<file path="config.mk">
export PLATFORM = sky130hd
export DESIGN_NAME = qdc_dac_ctrl
export DESIGN_NICKNAME = d
export VERILOG_FILES = /design/src/core/qdc_pkg.sv /design/src/core/qdc_dac_ctrl.sv
export SDC_FILE = /design/constraint.sdc
export NUM_CORES = 1
export LEC_CHECK = 0
export ABC_CLOCK_PERIOD_IN_PS = 18700
export BUFFER_PORTS_ARGS = -buffer_cell sky130_fd_sc_hd__buf_2
export CORE_ASPECT_RATIO = 0.6
export CORE_MARGIN = 4
export CORE_UTILIZATION = 40
export CTS_CLUSTER_DIAMETER = 150
export DETAILED_ROUTE_END_ITERATION = 8
export PLACE_DENSITY = 0.59
export SLEW_MARGIN = 20
export SYNTH_ARGS = -nofsm -noshare
export SYNTH_HDL_FRONTEND = slang
export SYNTH_SLANG_ARGS = --single-unit
</file>
<file path="constraint.sdc">
create_clock -name clock -period 18.7 [get_ports clock]
set_clock_uncertainty 0.1 [all_clocks]
set_input_delay 0 -clock clock [delete_from_list [all_inputs] [get_ports clock]]
set_output_delay 0 -clock clock [all_outputs]
set_load 0.02 [all_outputs]
</file>
<file path="src/core/qdc_pkg.sv">
// Constants and types of the quad/octal DAC control-register block.
// Assumes a single 125 MHz system clock; serial port pins are asynchronous.
`default_nettype none

package qdc_pkg;

    // Channel storage is sized for the octal variant
    localparam int unsigned NUM_CH      = 8;
    localparam int unsigned WORD_W      = 16;
    localparam int unsigned MAIN_W      = 10;
    localparam int unsigned SUB_W       = 8;
    localparam int unsigned ADDR_W      = 3;
    localparam int unsigned CNT_W       = 5;

    // Bit positions inside the 16-bit serial word
    localparam int unsigned POS_MAIN_SUB     = 15;
    localparam int unsigned POS_KIND_LO      = 14;
    localparam int unsigned POS_KIND_HI      = 13;
    localparam int unsigned POS_ADDR_2       = 12;
    localparam int unsigned POS_ADDR_1       = 11;
    localparam int unsigned POS_ADDR_0       = 10;
    localparam int unsigned POS_CODING       = 6;
    localparam int unsigned POS_POWER_ON     = 5;
    localparam int unsigned POS_GLOBAL_SLEEP = 4;
    localparam int unsigned POS_GLOBAL_CLEAR = 3;
    localparam int unsigned POS_BIAS_HI      = 9;
    localparam int unsigned POS_BIAS_LO      = 8;
    localparam int unsigned POS_AWAKE        = 4;
    localparam int unsigned POS_CHAN_CLEAR   = 3;
    localparam int unsigned POS_MAIN_LSB     = 0;
    localparam int unsigned POS_SUB_LSB      = 2;

    // Last bit index of a frame
    localparam logic [CNT_W-1:0] LAST_BIT = 5'h0f;
    localparam logic [CNT_W-1:0] FULL_CNT = 5'h10;

    // Values after reset
    localparam logic RST_POWER_ON     = 1'b1;
    localparam logic RST_GLOBAL_SLEEP = 1'b1;
    localparam logic RST_GLOBAL_CLEAR = 1'b0;
    localparam logic RST_CODING       = 1'b0;
    localparam logic RST_AWAKE        = 1'b1;
    localparam logic RST_CHAN_CLEAR   = 1'b1;
    localparam logic [1:0] RST_BIAS   = 2'h0;
    localparam logic [MAIN_W-1:0] RST_MAIN = 10'h000;
    localparam logic [SUB_W-1:0]  RST_SUB  = 8'h00;

    // Stored code after a soft clear; level depends on coding
    localparam logic [MAIN_W-1:0] MAIN_CLEAR_CODE = 10'h000;

    // Coding select values
    localparam logic CODING_TWOS = 1'b0;
    localparam logic CODING_OFFSET_BINARY = 1'b1;

    // Register kind from bits 13 and 14
    typedef enum logic [1:0] {
        QDC_KIND_GLOBAL  = 2'b00,
        QDC_KIND_CHANNEL = 2'b01,
        QDC_KIND_DATA_A  = 2'b10,
        QDC_KIND_DATA_B  = 2'b11
    } qdc_kind_e;

    // Reference multiplexer choices
    typedef enum logic [1:0] {
        QDC_BIAS_HALF_SUPPLY = 2'b00,
        QDC_BIAS_BANDGAP     = 2'b01,
        QDC_BIAS_EXTERNAL    = 2'b10,
        QDC_BIAS_UNDEFINED   = 2'b11
    } qdc_bias_e;

    typedef struct packed {
        logic      awake;
        logic      soft_clear;
        qdc_bias_e bias;
    } qdc_chan_ctl_s;

    typedef struct packed {
        logic              active;
        qdc_bias_e         bias;
        logic [MAIN_W-1:0] main_level;
        logic [SUB_W-1:0]  sub_level;
    } qdc_chan_out_s;

    // Synchronised pin group
    typedef struct packed {
        logic sclk;
        logic fsync_n;
        logic sdata;
        logic update_n;
    } qdc_pins_s;

endpackage

`default_nettype wire

</file>
<file path="src/core/qdc_dac_ctrl.sv">
// Control registers of a serially loaded quad/octal 10-bit DAC.
// Assumes one 125 MHz clock; all serial pins come from the host, async.
// Function
// Power-on bit 0 powers down reference and DACs
// Power-down keeps every register content
// Coding bit: 0 twos complement, 1 offset binary
// Global sleep parks all DACs, reference stays
// Global soft clear clears main data, DAC
// Global clear level follows input coding
// Global clear leaves sub data untouched
// Quad variant ignores top address bit
// Octal variant decodes all three address bits
// Channel awake 0 parks only that DAC
// Channel clear clears main, keeps sub
// Channel clear acts on update strobe
// Channel clear: midscale or bottom by coding
// Bias bits pick half supply, bandgap, external
// Top bit selects sub or main data
// Sub data 8 bits, two LSBs ignored
// Sub code follows global coding
// Power-up: power on, global sleep set
// Channel defaults: awake, clear set, bias 00
// Host must leave sleep after power-up
// Bits 13/14 choose register kind
// Sample data on falling clock, frame low
// Update strobe low loads all DAC registers
// Commit word only after sixteen bits
`default_nettype none

module qdc_dac_ctrl #(
    parameter bit OCTAL = 1'b1                  // 1 octal, 0 quad
) (
    input  wire logic  clock,                   // 125 MHz system clock
    input  wire logic  reset_n,                 // Async reset, active low
    input  wire logic  clock_enable,            // Low freezes all state except the reset pipe rst_pipe_q
    input  wire logic  serial_clock,            // Host shift clock
    input  wire logic  frame_sync_n,            // Frame sync, active low
    input  wire logic  serial_data_input,       // Serial data, MSB first
    input  wire logic  output_update_strobe_n,  // Update strobe, active low
    output var  logic  reference_on,            // Reference powered
    output var  logic  power_down,              // Whole device powered down
    output var  logic  coding_select,           // 1 offset binary
    output var  qdc_pkg::qdc_chan_out_s [qdc_pkg::NUM_CH-1:0] chan_out // Per DAC
);

    logic [1:0]                   rst_pipe_q;
    logic                         rst_n;
    qdc_pkg::qdc_pins_s           pins;
    qdc_pkg::qdc_pins_s           sync1_q;
    qdc_pkg::qdc_pins_s           sync2_q;
    qdc_pkg::qdc_pins_s           sync3_q;
    qdc_pkg::qdc_pins_s           filt_q;
    qdc_pkg::qdc_pins_s           filt_prev_q;
    logic [3:0]                   agree;
    logic                         sclk_fall;
    logic                         update_fall;
    logic [qdc_pkg::WORD_W-1:0]   shift_q;
    logic [qdc_pkg::CNT_W-1:0]    bit_cnt_q;
    logic [qdc_pkg::WORD_W-1:0]   word_q;
    logic                         word_valid_q;
    qdc_pkg::qdc_kind_e           kind;
    logic [qdc_pkg::ADDR_W-1:0]   addr;
    logic                         wr_global;
    logic                         wr_channel;
    logic                         wr_main;
    logic                         wr_sub;
    logic                         power_on_q;
    logic                         global_sleep_q;
    logic                         global_clear_q;
    logic                         coding_q;

    // Reset release through two flops
    always_ff @(posedge clock or negedge reset_n) begin
        if (!reset_n) begin
            rst_pipe_q <= 2'h0;
        end else begin
            rst_pipe_q <= {rst_pipe_q[0], 1'b1};
        end
    end

    assign rst_n = rst_pipe_q[1];

    assign pins.sclk     = serial_clock;
    assign pins.fsync_n  = frame_sync_n;
    assign pins.sdata    = serial_data_input;
    assign pins.update_n = output_update_strobe_n;

    // Three-flop capture of host pins
    always_ff @(posedge clock or negedge rst_n) begin
        if (!rst_n) begin
            sync1_q <= 4'hf;
            sync2_q <= 4'hf;
            sync3_q <= 4'hf;
        end else if (clock_enable) begin
            sync1_q <= pins;
            sync2_q <= sync1_q;
            sync3_q <= sync2_q;
        end
    end

    // A level counts only once stages two and three agree
    assign agree = ~(sync2_q ^ sync3_q);

    always_ff @(posedge clock or negedge rst_n) begin
        if (!rst_n) begin
            filt_q      <= 4'hf;
            filt_prev_q <= 4'hf;
        end else if (clock_enable) begin
            filt_q      <= (filt_q & ~agree) | (sync3_q & agree);
            filt_prev_q <= filt_q;
        end
    end

    // All pins share one delay, so data keeps its place against the edge
    assign sclk_fall   = filt_prev_q.sclk & ~filt_q.sclk;
    assign update_fall = filt_prev_q.update_n & ~filt_q.update_n;

    // Bit counter clears between frames and stops at sixteen
    always_ff @(posedge clock or negedge rst_n) begin
        if (!rst_n) begin
            bit_cnt_q <= 5'h00;
        end else if (clock_enable) begin
            if (filt_q.fsync_n) begin
                bit_cnt_q <= 5'h00;
            end else if (sclk_fall && bit_cnt_q != qdc_pkg::FULL_CNT) begin
                bit_cnt_q <= bit_cnt_q + 5'h01;
            end
        end
    end

    // Serial shift register; extra bits past sixteen are dropped
    always_ff @(posedge clock or negedge rst_n) begin
        if (!rst_n) begin
            shift_q <= 16'h0000;
        end else if (clock_enable && !filt_q.fsync_n && sclk_fall
                     && bit_cnt_q != qdc_pkg::FULL_CNT) begin
            shift_q <= {shift_q[qdc_pkg::WORD_W-2:0], filt_q.sdata};
        end
    end

    // Word is handed on only after its sixteenth bit
    always_ff @(posedge clock or negedge rst_n) begin
        if (!rst_n) begin
            word_q       <= 16'h0000;
            word_valid_q <= 1'b0;
        end else if (clock_enable) begin
            word_valid_q <= 1'b0;
            if (!filt_q.fsync_n && sclk_fall
                    && bit_cnt_q == qdc_pkg::LAST_BIT) begin
                word_q       <= {shift_q[qdc_pkg::WORD_W-2:0], filt_q.sdata};
                word_valid_q <= 1'b1;
            end
        end
    end

    // Kind bits: hi is bit 13, lo is bit 14
    assign kind = qdc_pkg::qdc_kind_e'({word_q[qdc_pkg::POS_KIND_HI],
                                        word_q[qdc_pkg::POS_KIND_LO]});

    // Quad variant folds the top address bit away
    assign addr = {OCTAL & word_q[qdc_pkg::POS_ADDR_2],
                   word_q[qdc_pkg::POS_ADDR_1],
                   word_q[qdc_pkg::POS_ADDR_0]};

    always_comb begin
        wr_global  = 1'b0;
        wr_channel = 1'b0;
        wr_main    = 1'b0;
        wr_sub     = 1'b0;
        case (kind)
            qdc_pkg::QDC_KIND_GLOBAL: begin
                wr_global = word_valid_q;
            end
            qdc_pkg::QDC_KIND_CHANNEL: begin
                wr_channel = word_valid_q;
            end
            qdc_pkg::QDC_KIND_DATA_A, qdc_pkg::QDC_KIND_DATA_B: begin
                wr_sub  = word_valid_q & word_q[qdc_pkg::POS_MAIN_SUB];
                wr_main = word_valid_q & ~word_q[qdc_pkg::POS_MAIN_SUB];
            end
            default: begin
                wr_global = 1'b0;
            end
        endcase
    end

    // Global control register: power and sleep bits
    always_ff @(posedge clock or negedge rst_n) begin
        if (!rst_n) begin
            power_on_q     <= qdc_pkg::RST_POWER_ON;
            global_sleep_q <= qdc_pkg::RST_GLOBAL_SLEEP;
        end else if (clock_enable && wr_global) begin
            power_on_q     <= word_q[qdc_pkg::POS_POWER_ON];
            global_sleep_q <= word_q[qdc_pkg::POS_GLOBAL_SLEEP];
        end
    end

    // Clear and coding bits; address bits of this word are ignored
    always_ff @(posedge clock or negedge rst_n) begin
        if (!rst_n) begin
            global_clear_q <= qdc_pkg::RST_GLOBAL_CLEAR;
            coding_q       <= qdc_pkg::RST_CODING;
        end else if (clock_enable && wr_global) begin
            global_clear_q <= word_q[qdc_pkg::POS_GLOBAL_CLEAR];
            coding_q       <= word_q[qdc_pkg::POS_CODING];
        end
    end

    // Power-down only gates analog enables; no register is touched
    always_ff @(posedge clock or negedge rst_n) begin
        if (!rst_n) begin
            reference_on <= qdc_pkg::RST_POWER_ON;
        end else if (clock_enable) begin
            reference_on <= power_on_q;
        end
    end

    always_ff @(posedge clock or negedge rst_n) begin
        if (!rst_n) begin
            power_down <= ~qdc_pkg::RST_POWER_ON;
        end else if (clock_enable) begin
            power_down <= ~power_on_q;
        end
    end

    always_ff @(posedge clock or negedge rst_n) begin
        if (!rst_n) begin
            coding_select <= qdc_pkg::RST_CODING;
        end else if (clock_enable) begin
            coding_select <= coding_q;
        end
    end

    // Per-channel registers
    for (genvar ch = 0; ch < qdc_pkg::NUM_CH; ch++) begin : g_chan
        qdc_pkg::qdc_chan_ctl_s       ctl_q;
        logic [qdc_pkg::MAIN_W-1:0]   main_data_q;
        logic [qdc_pkg::SUB_W-1:0]    sub_data_q;
        logic [qdc_pkg::MAIN_W-1:0]   dac_main_q;
        logic [qdc_pkg::SUB_W-1:0]    dac_sub_q;
        logic                         hit;
        logic                         active;
        logic [qdc_pkg::MAIN_W-1:0]   main_flip;
        logic [qdc_pkg::SUB_W-1:0]    sub_flip;
        logic                         ctl_wr;
        logic                         main_wr;
        logic                         sub_wr;
        logic                         strobe_clear;

        assign hit = (int'(addr) == ch);

        // Write and clear enables of this channel alone
        assign ctl_wr       = wr_channel & hit;
        assign main_wr      = wr_main & hit;
        assign sub_wr       = wr_sub & hit;
        assign strobe_clear = update_fall & ctl_q.soft_clear;

        always_ff @(posedge clock or negedge rst_n) begin
            if (!rst_n) begin
                ctl_q.awake      <= qdc_pkg::RST_AWAKE;
                ctl_q.soft_clear <= qdc_pkg::RST_CHAN_CLEAR;
                ctl_q.bias       <= qdc_pkg::qdc_bias_e'(qdc_pkg::RST_BIAS);
            end else if (clock_enable && ctl_wr) begin
                ctl_q.awake      <= word_q[qdc_pkg::POS_AWAKE];
                ctl_q.soft_clear <= word_q[qdc_pkg::POS_CHAN_CLEAR];
                ctl_q.bias       <= qdc_pkg::qdc_bias_e'(
                    {word_q[qdc_pkg::POS_BIAS_HI],
                     word_q[qdc_pkg::POS_BIAS_LO]});
            end
        end

        // Global clear holds main data while set; channel clear on strobe
        always_ff @(posedge clock or negedge rst_n) begin
            if (!rst_n) begin
                main_data_q <= qdc_pkg::RST_MAIN;
            end else if (clock_enable) begin
                if (global_clear_q) begin
                    main_data_q <= qdc_pkg::MAIN_CLEAR_CODE;
                end else if (strobe_clear) begin
                    main_data_q <= qdc_pkg::MAIN_CLEAR_CODE;
                end else if (main_wr) begin
                    main_data_q <= word_q[qdc_pkg::POS_MAIN_LSB +:
                                          qdc_pkg::MAIN_W];
                end
            end
        end

        // Sub data sees no clear of either kind
        always_ff @(posedge clock or negedge rst_n) begin
            if (!rst_n) begin
                sub_data_q <= qdc_pkg::RST_SUB;
            end else if (clock_enable && sub_wr) begin
                sub_data_q <= word_q[qdc_pkg::POS_SUB_LSB +:
                                     qdc_pkg::SUB_W];
            end
        end

        // DAC registers load together on the strobe's falling edge
        always_ff @(posedge clock or negedge rst_n) begin
            if (!rst_n) begin
                dac_main_q <= qdc_pkg::RST_MAIN;
            end else if (clock_enable) begin
                if (global_clear_q) begin
                    dac_main_q <= qdc_pkg::MAIN_CLEAR_CODE;
                end else if (update_fall) begin
                    dac_main_q <= ctl_q.soft_clear
                                  ? qdc_pkg::MAIN_CLEAR_CODE
                                  : main_data_q;
                end
            end
        end

        // Sub DAC register; no clear of either kind reaches it
        always_ff @(posedge clock or negedge rst_n) begin
            if (!rst_n) begin
                dac_sub_q <= qdc_pkg::RST_SUB;
            end else if (clock_enable && update_fall) begin
                dac_sub_q <= sub_data_q;
            end
        end

        // Converter sees straight binary; twos complement flips the MSB,
        // so a cleared code lands mid-scale or at the bottom by coding
        assign main_flip = {coding_q == qdc_pkg::CODING_TWOS, 9'h000};
        assign sub_flip  = {coding_q == qdc_pkg::CODING_TWOS, 7'h00};

        // Sleep and channel standby stop the DAC but not the reference
        assign active = power_on_q & ~global_sleep_q & ctl_q.awake;

        always_ff @(posedge clock or negedge rst_n) begin
            if (!rst_n) begin
                chan_out[ch] <= '0;
            end else if (clock_enable) begin
                chan_out[ch].active     <= active;
                chan_out[ch].bias       <= ctl_q.bias;
                chan_out[ch].main_level <= dac_main_q ^ main_flip;
                chan_out[ch].sub_level  <= dac_sub_q ^ sub_flip;
            end
        end
    end

endmodule

`default_nettype wire

</file>
==> results.toml <==
[global_routing]
grt.overflow.total = 0
grt_pass1_vias = 13400
antenna_found_initial = 0
grt_usage_pct = 17.2
grt_max_degree = 185
grt_pass1_wl_mm = 80.5

[synth]
synth_area_mm2 = 0.0220
ys_warn_count = 0
ys_seq_area_share_pct = 63.0
syn-num-nets = 1534
ys_types = 51
synth-edff-count = 0
async_reset_ff_share_pct = 100
synth_seq_cells = 552
synthFlopType = "dfrtp_1"
avgSynthCellArea_um2 = 14.4
synthCells = 1524

[clocking]
numCtsBuffers = 51
cts.htree.levels = 2
cts_sinks = 552
cts_tree = "yes"
ctsResizeCount = 0
clkSlewWorstSetupHoldPaths_ns = 0.06
clockBufferDepth = 3
clkLatencyLatePin_ns = 0.59
cts_root_buf = "clkbuf_16"

[critical_path]
cp-start-kind = "input pin"
r2r_slack_ns = 15.33
rr_worst_depth = 4
worstReg2RegStart = "filt_prev_q[0]"
crit_slowest_cell = "buf_4"
crit_top_cell = "buf_4"
crit_required_ns = 19.09
cp.arrival_ns = 3.86
path_delay_family = "buffers and inverters"
crit_fanout = 101
cp_num_buf_inv = 4
max_stage_delay_ns = 0.86
worstPathCellList = "dlygate4sd3_1, buf_8, buf_4, o21a_4, buf_4, mux2i_1"
rr_endpoint = "g_chan[1].dac_main_q[5]"
cp-end-kind = "flop"
path_class = "input pin to flop"

[placed_design]
dp_slack_ns = 15.18
dp_hpwl_mm = 32.4
dpl.cell_count = 2346
gp_congestion = 0.804
portBuffers = 177

[sta]
finalSetupViolations = 0
setup_tns_ns = 0
drv_slew = 0
slew_headroom_pct = 23.2
min_period_over_period_pct = 18.5
fin_crit_ns = 3.47
worstMarginPinSlew_ns = 1.15
hold_violations = 0
rsz0062_at_grt = "false"
fmax_mhz = 288
setup_slack_ns = 15.23

[routing]
detail_route.first_pass.iterations = 5
drtAntennaViolNets = 0
avgViaCountPerCell = 5.16
drt_iter0_markers = 929
post_drt_wl_per_cell_um = 20.6
drc = 0
route.final.wire_length_mm = 50.5
vias = 12600

[die]
die_h_um = 190
die_x_um = 311
core_region_area_mm2 = 0.0543
die_area_mm2 = 0.0589
rows = 66
io-pin-count = 178
initial_core_util_pct = 40.5

[worst_hold_path]
min_path_type = "input pin to asynchronous set/reset pin"

[finish]
layout_common_cells = "dfrtp_1 (514), mux2_2 (377), buf_2 (176)"
antenna_cells = 0
drive_gt1_share_pct = 40.9
syn_to_final_growth_pct = 15.6
layoutNonFillerInstCount = 2452
fin_nets = 1706
final_common_cell = "dfrtp_1"

[pwr]
p_leak_uw = 0.0122
peakVddDrop_mv = 0.0645
p_total_uw = 2550
power_density_mw_per_mm2 = 100

[status]
status = "finished, final reports clean"

[flow_run]
drv_cap = 0
-- cells by family after synthesis --
group           after synthesis  share of synthesized area (%)
mux                         457                           22.9
simple gates                202                           4.89
xor+xnor                     16                          0.637
buf+inv                     174                           3.33
compound gates              119                           4.99
flops                       552                           63.0
other cells                   1                         0.0171
fa+ha+maj                     3                          0.171
-- state kept, by name, indices dropped and copies added, names as in the netlist, 2 cells and up, named ones only --
register            flops
filt_prev_q             2
g_chan.dac_main_q      80
word_q                 16
sync2_q                 4
g_chan.main_data_q     80
sync3_q                 4
chan_out              168
shift_q                15
g_chan.ctl_q           32
bit_cnt_q               5
g_chan.sub_data_q      64
rst_pipe_q              2
g_chan.dac_sub_q       64
sync1_q                 4
-- synth_stat cells (10+ instances only) --
library cell	n	area share [%]
a32o_1	30	1.4
and3_1	13	0.37
buf_2	51	1.2
clkbuf_1	24	0.41
dfrtp_1	515	59
dfstp_2	37	4.4
inv_1	90	1.5
mux2_2	377	19
mux2i_1	80	3.6
nand2_1	109	1.9
nor3b_1	10	0.34
o21ai_0	15	0.34
o2bb2ai_1	50	2.0
xnor2_1	16	0.64
-- final cells by class --
class | instances | area [um2]
fillers | 4800 | 28800
clock buffers | 78 | 1540
repair buffers | 202 | 1140
well taps | 714 | 893
flip-flops and latches | 552 | 13900
multi-input cells | 798 | 7420
clock inverters | 17 | 228
inverters | 91 | 342
-- how the worst max path moves through the flow --
stage	end	from	slack [ns]	cells after the start
final	g_chan[1].dac_main_q[5]	clock_enable	15.23	6
after global routing	g_chan[1].dac_main_q[8]	clock_enable	15.01	6
after CTS	g_chan[2].dac_main_q[5]	clock_enable	15.21	6
after detailed placement	g_chan[2].dac_main_q[5]	clock_enable	15.18	5
after global placement	g_chan[2].dac_main_q[1]	clock_enable	15.26	5
after floorplan	bit_cnt_q[0]	rst_pipe_q[1]	2.14	0
-- tightest hold or removal path, delay by kind of cell --
family | cells | cell delay [ns]
buffers and inverters | 3 | 1.18
-- stage by stage --
stage | instance area, um2 | utilization [%] | hold slack (ns)
after floorplan | 22000 | - | -0.396
after global placement | 23500 | 43.4 | -0.315
after detailed placement | 23500 | 43.4 | -0.312
after CTS | 25400 | 46.8 | 0.140
after global routing | 25400 | 46.8 | 0.192
final | 25400 | 46.8 | 0.168
-- what timing repair did --
item / 4_1_cts / 5_1_grt
setup buffers: 0 / 0
endpoints found under the hold margin: 85 / 0
hold buffers: 11 / 0
-- power by group --
group	internal (uW)	total, uW	switching, uW
sequential	1240	1270	33.4
combinational	76.4	188	112
clock	638	1090	456
-- layer usage --
layer  up-vias  GRT usage, %  routed length (um)
li1       5683             -                   -
met1      6661          25.9               25400
met2       236          26.2               22100
met3        64          3.54                2410
met4         0          2.76                 611
met5         -             0                   0
Note: power is estimated with default switching activity, not from simulation.
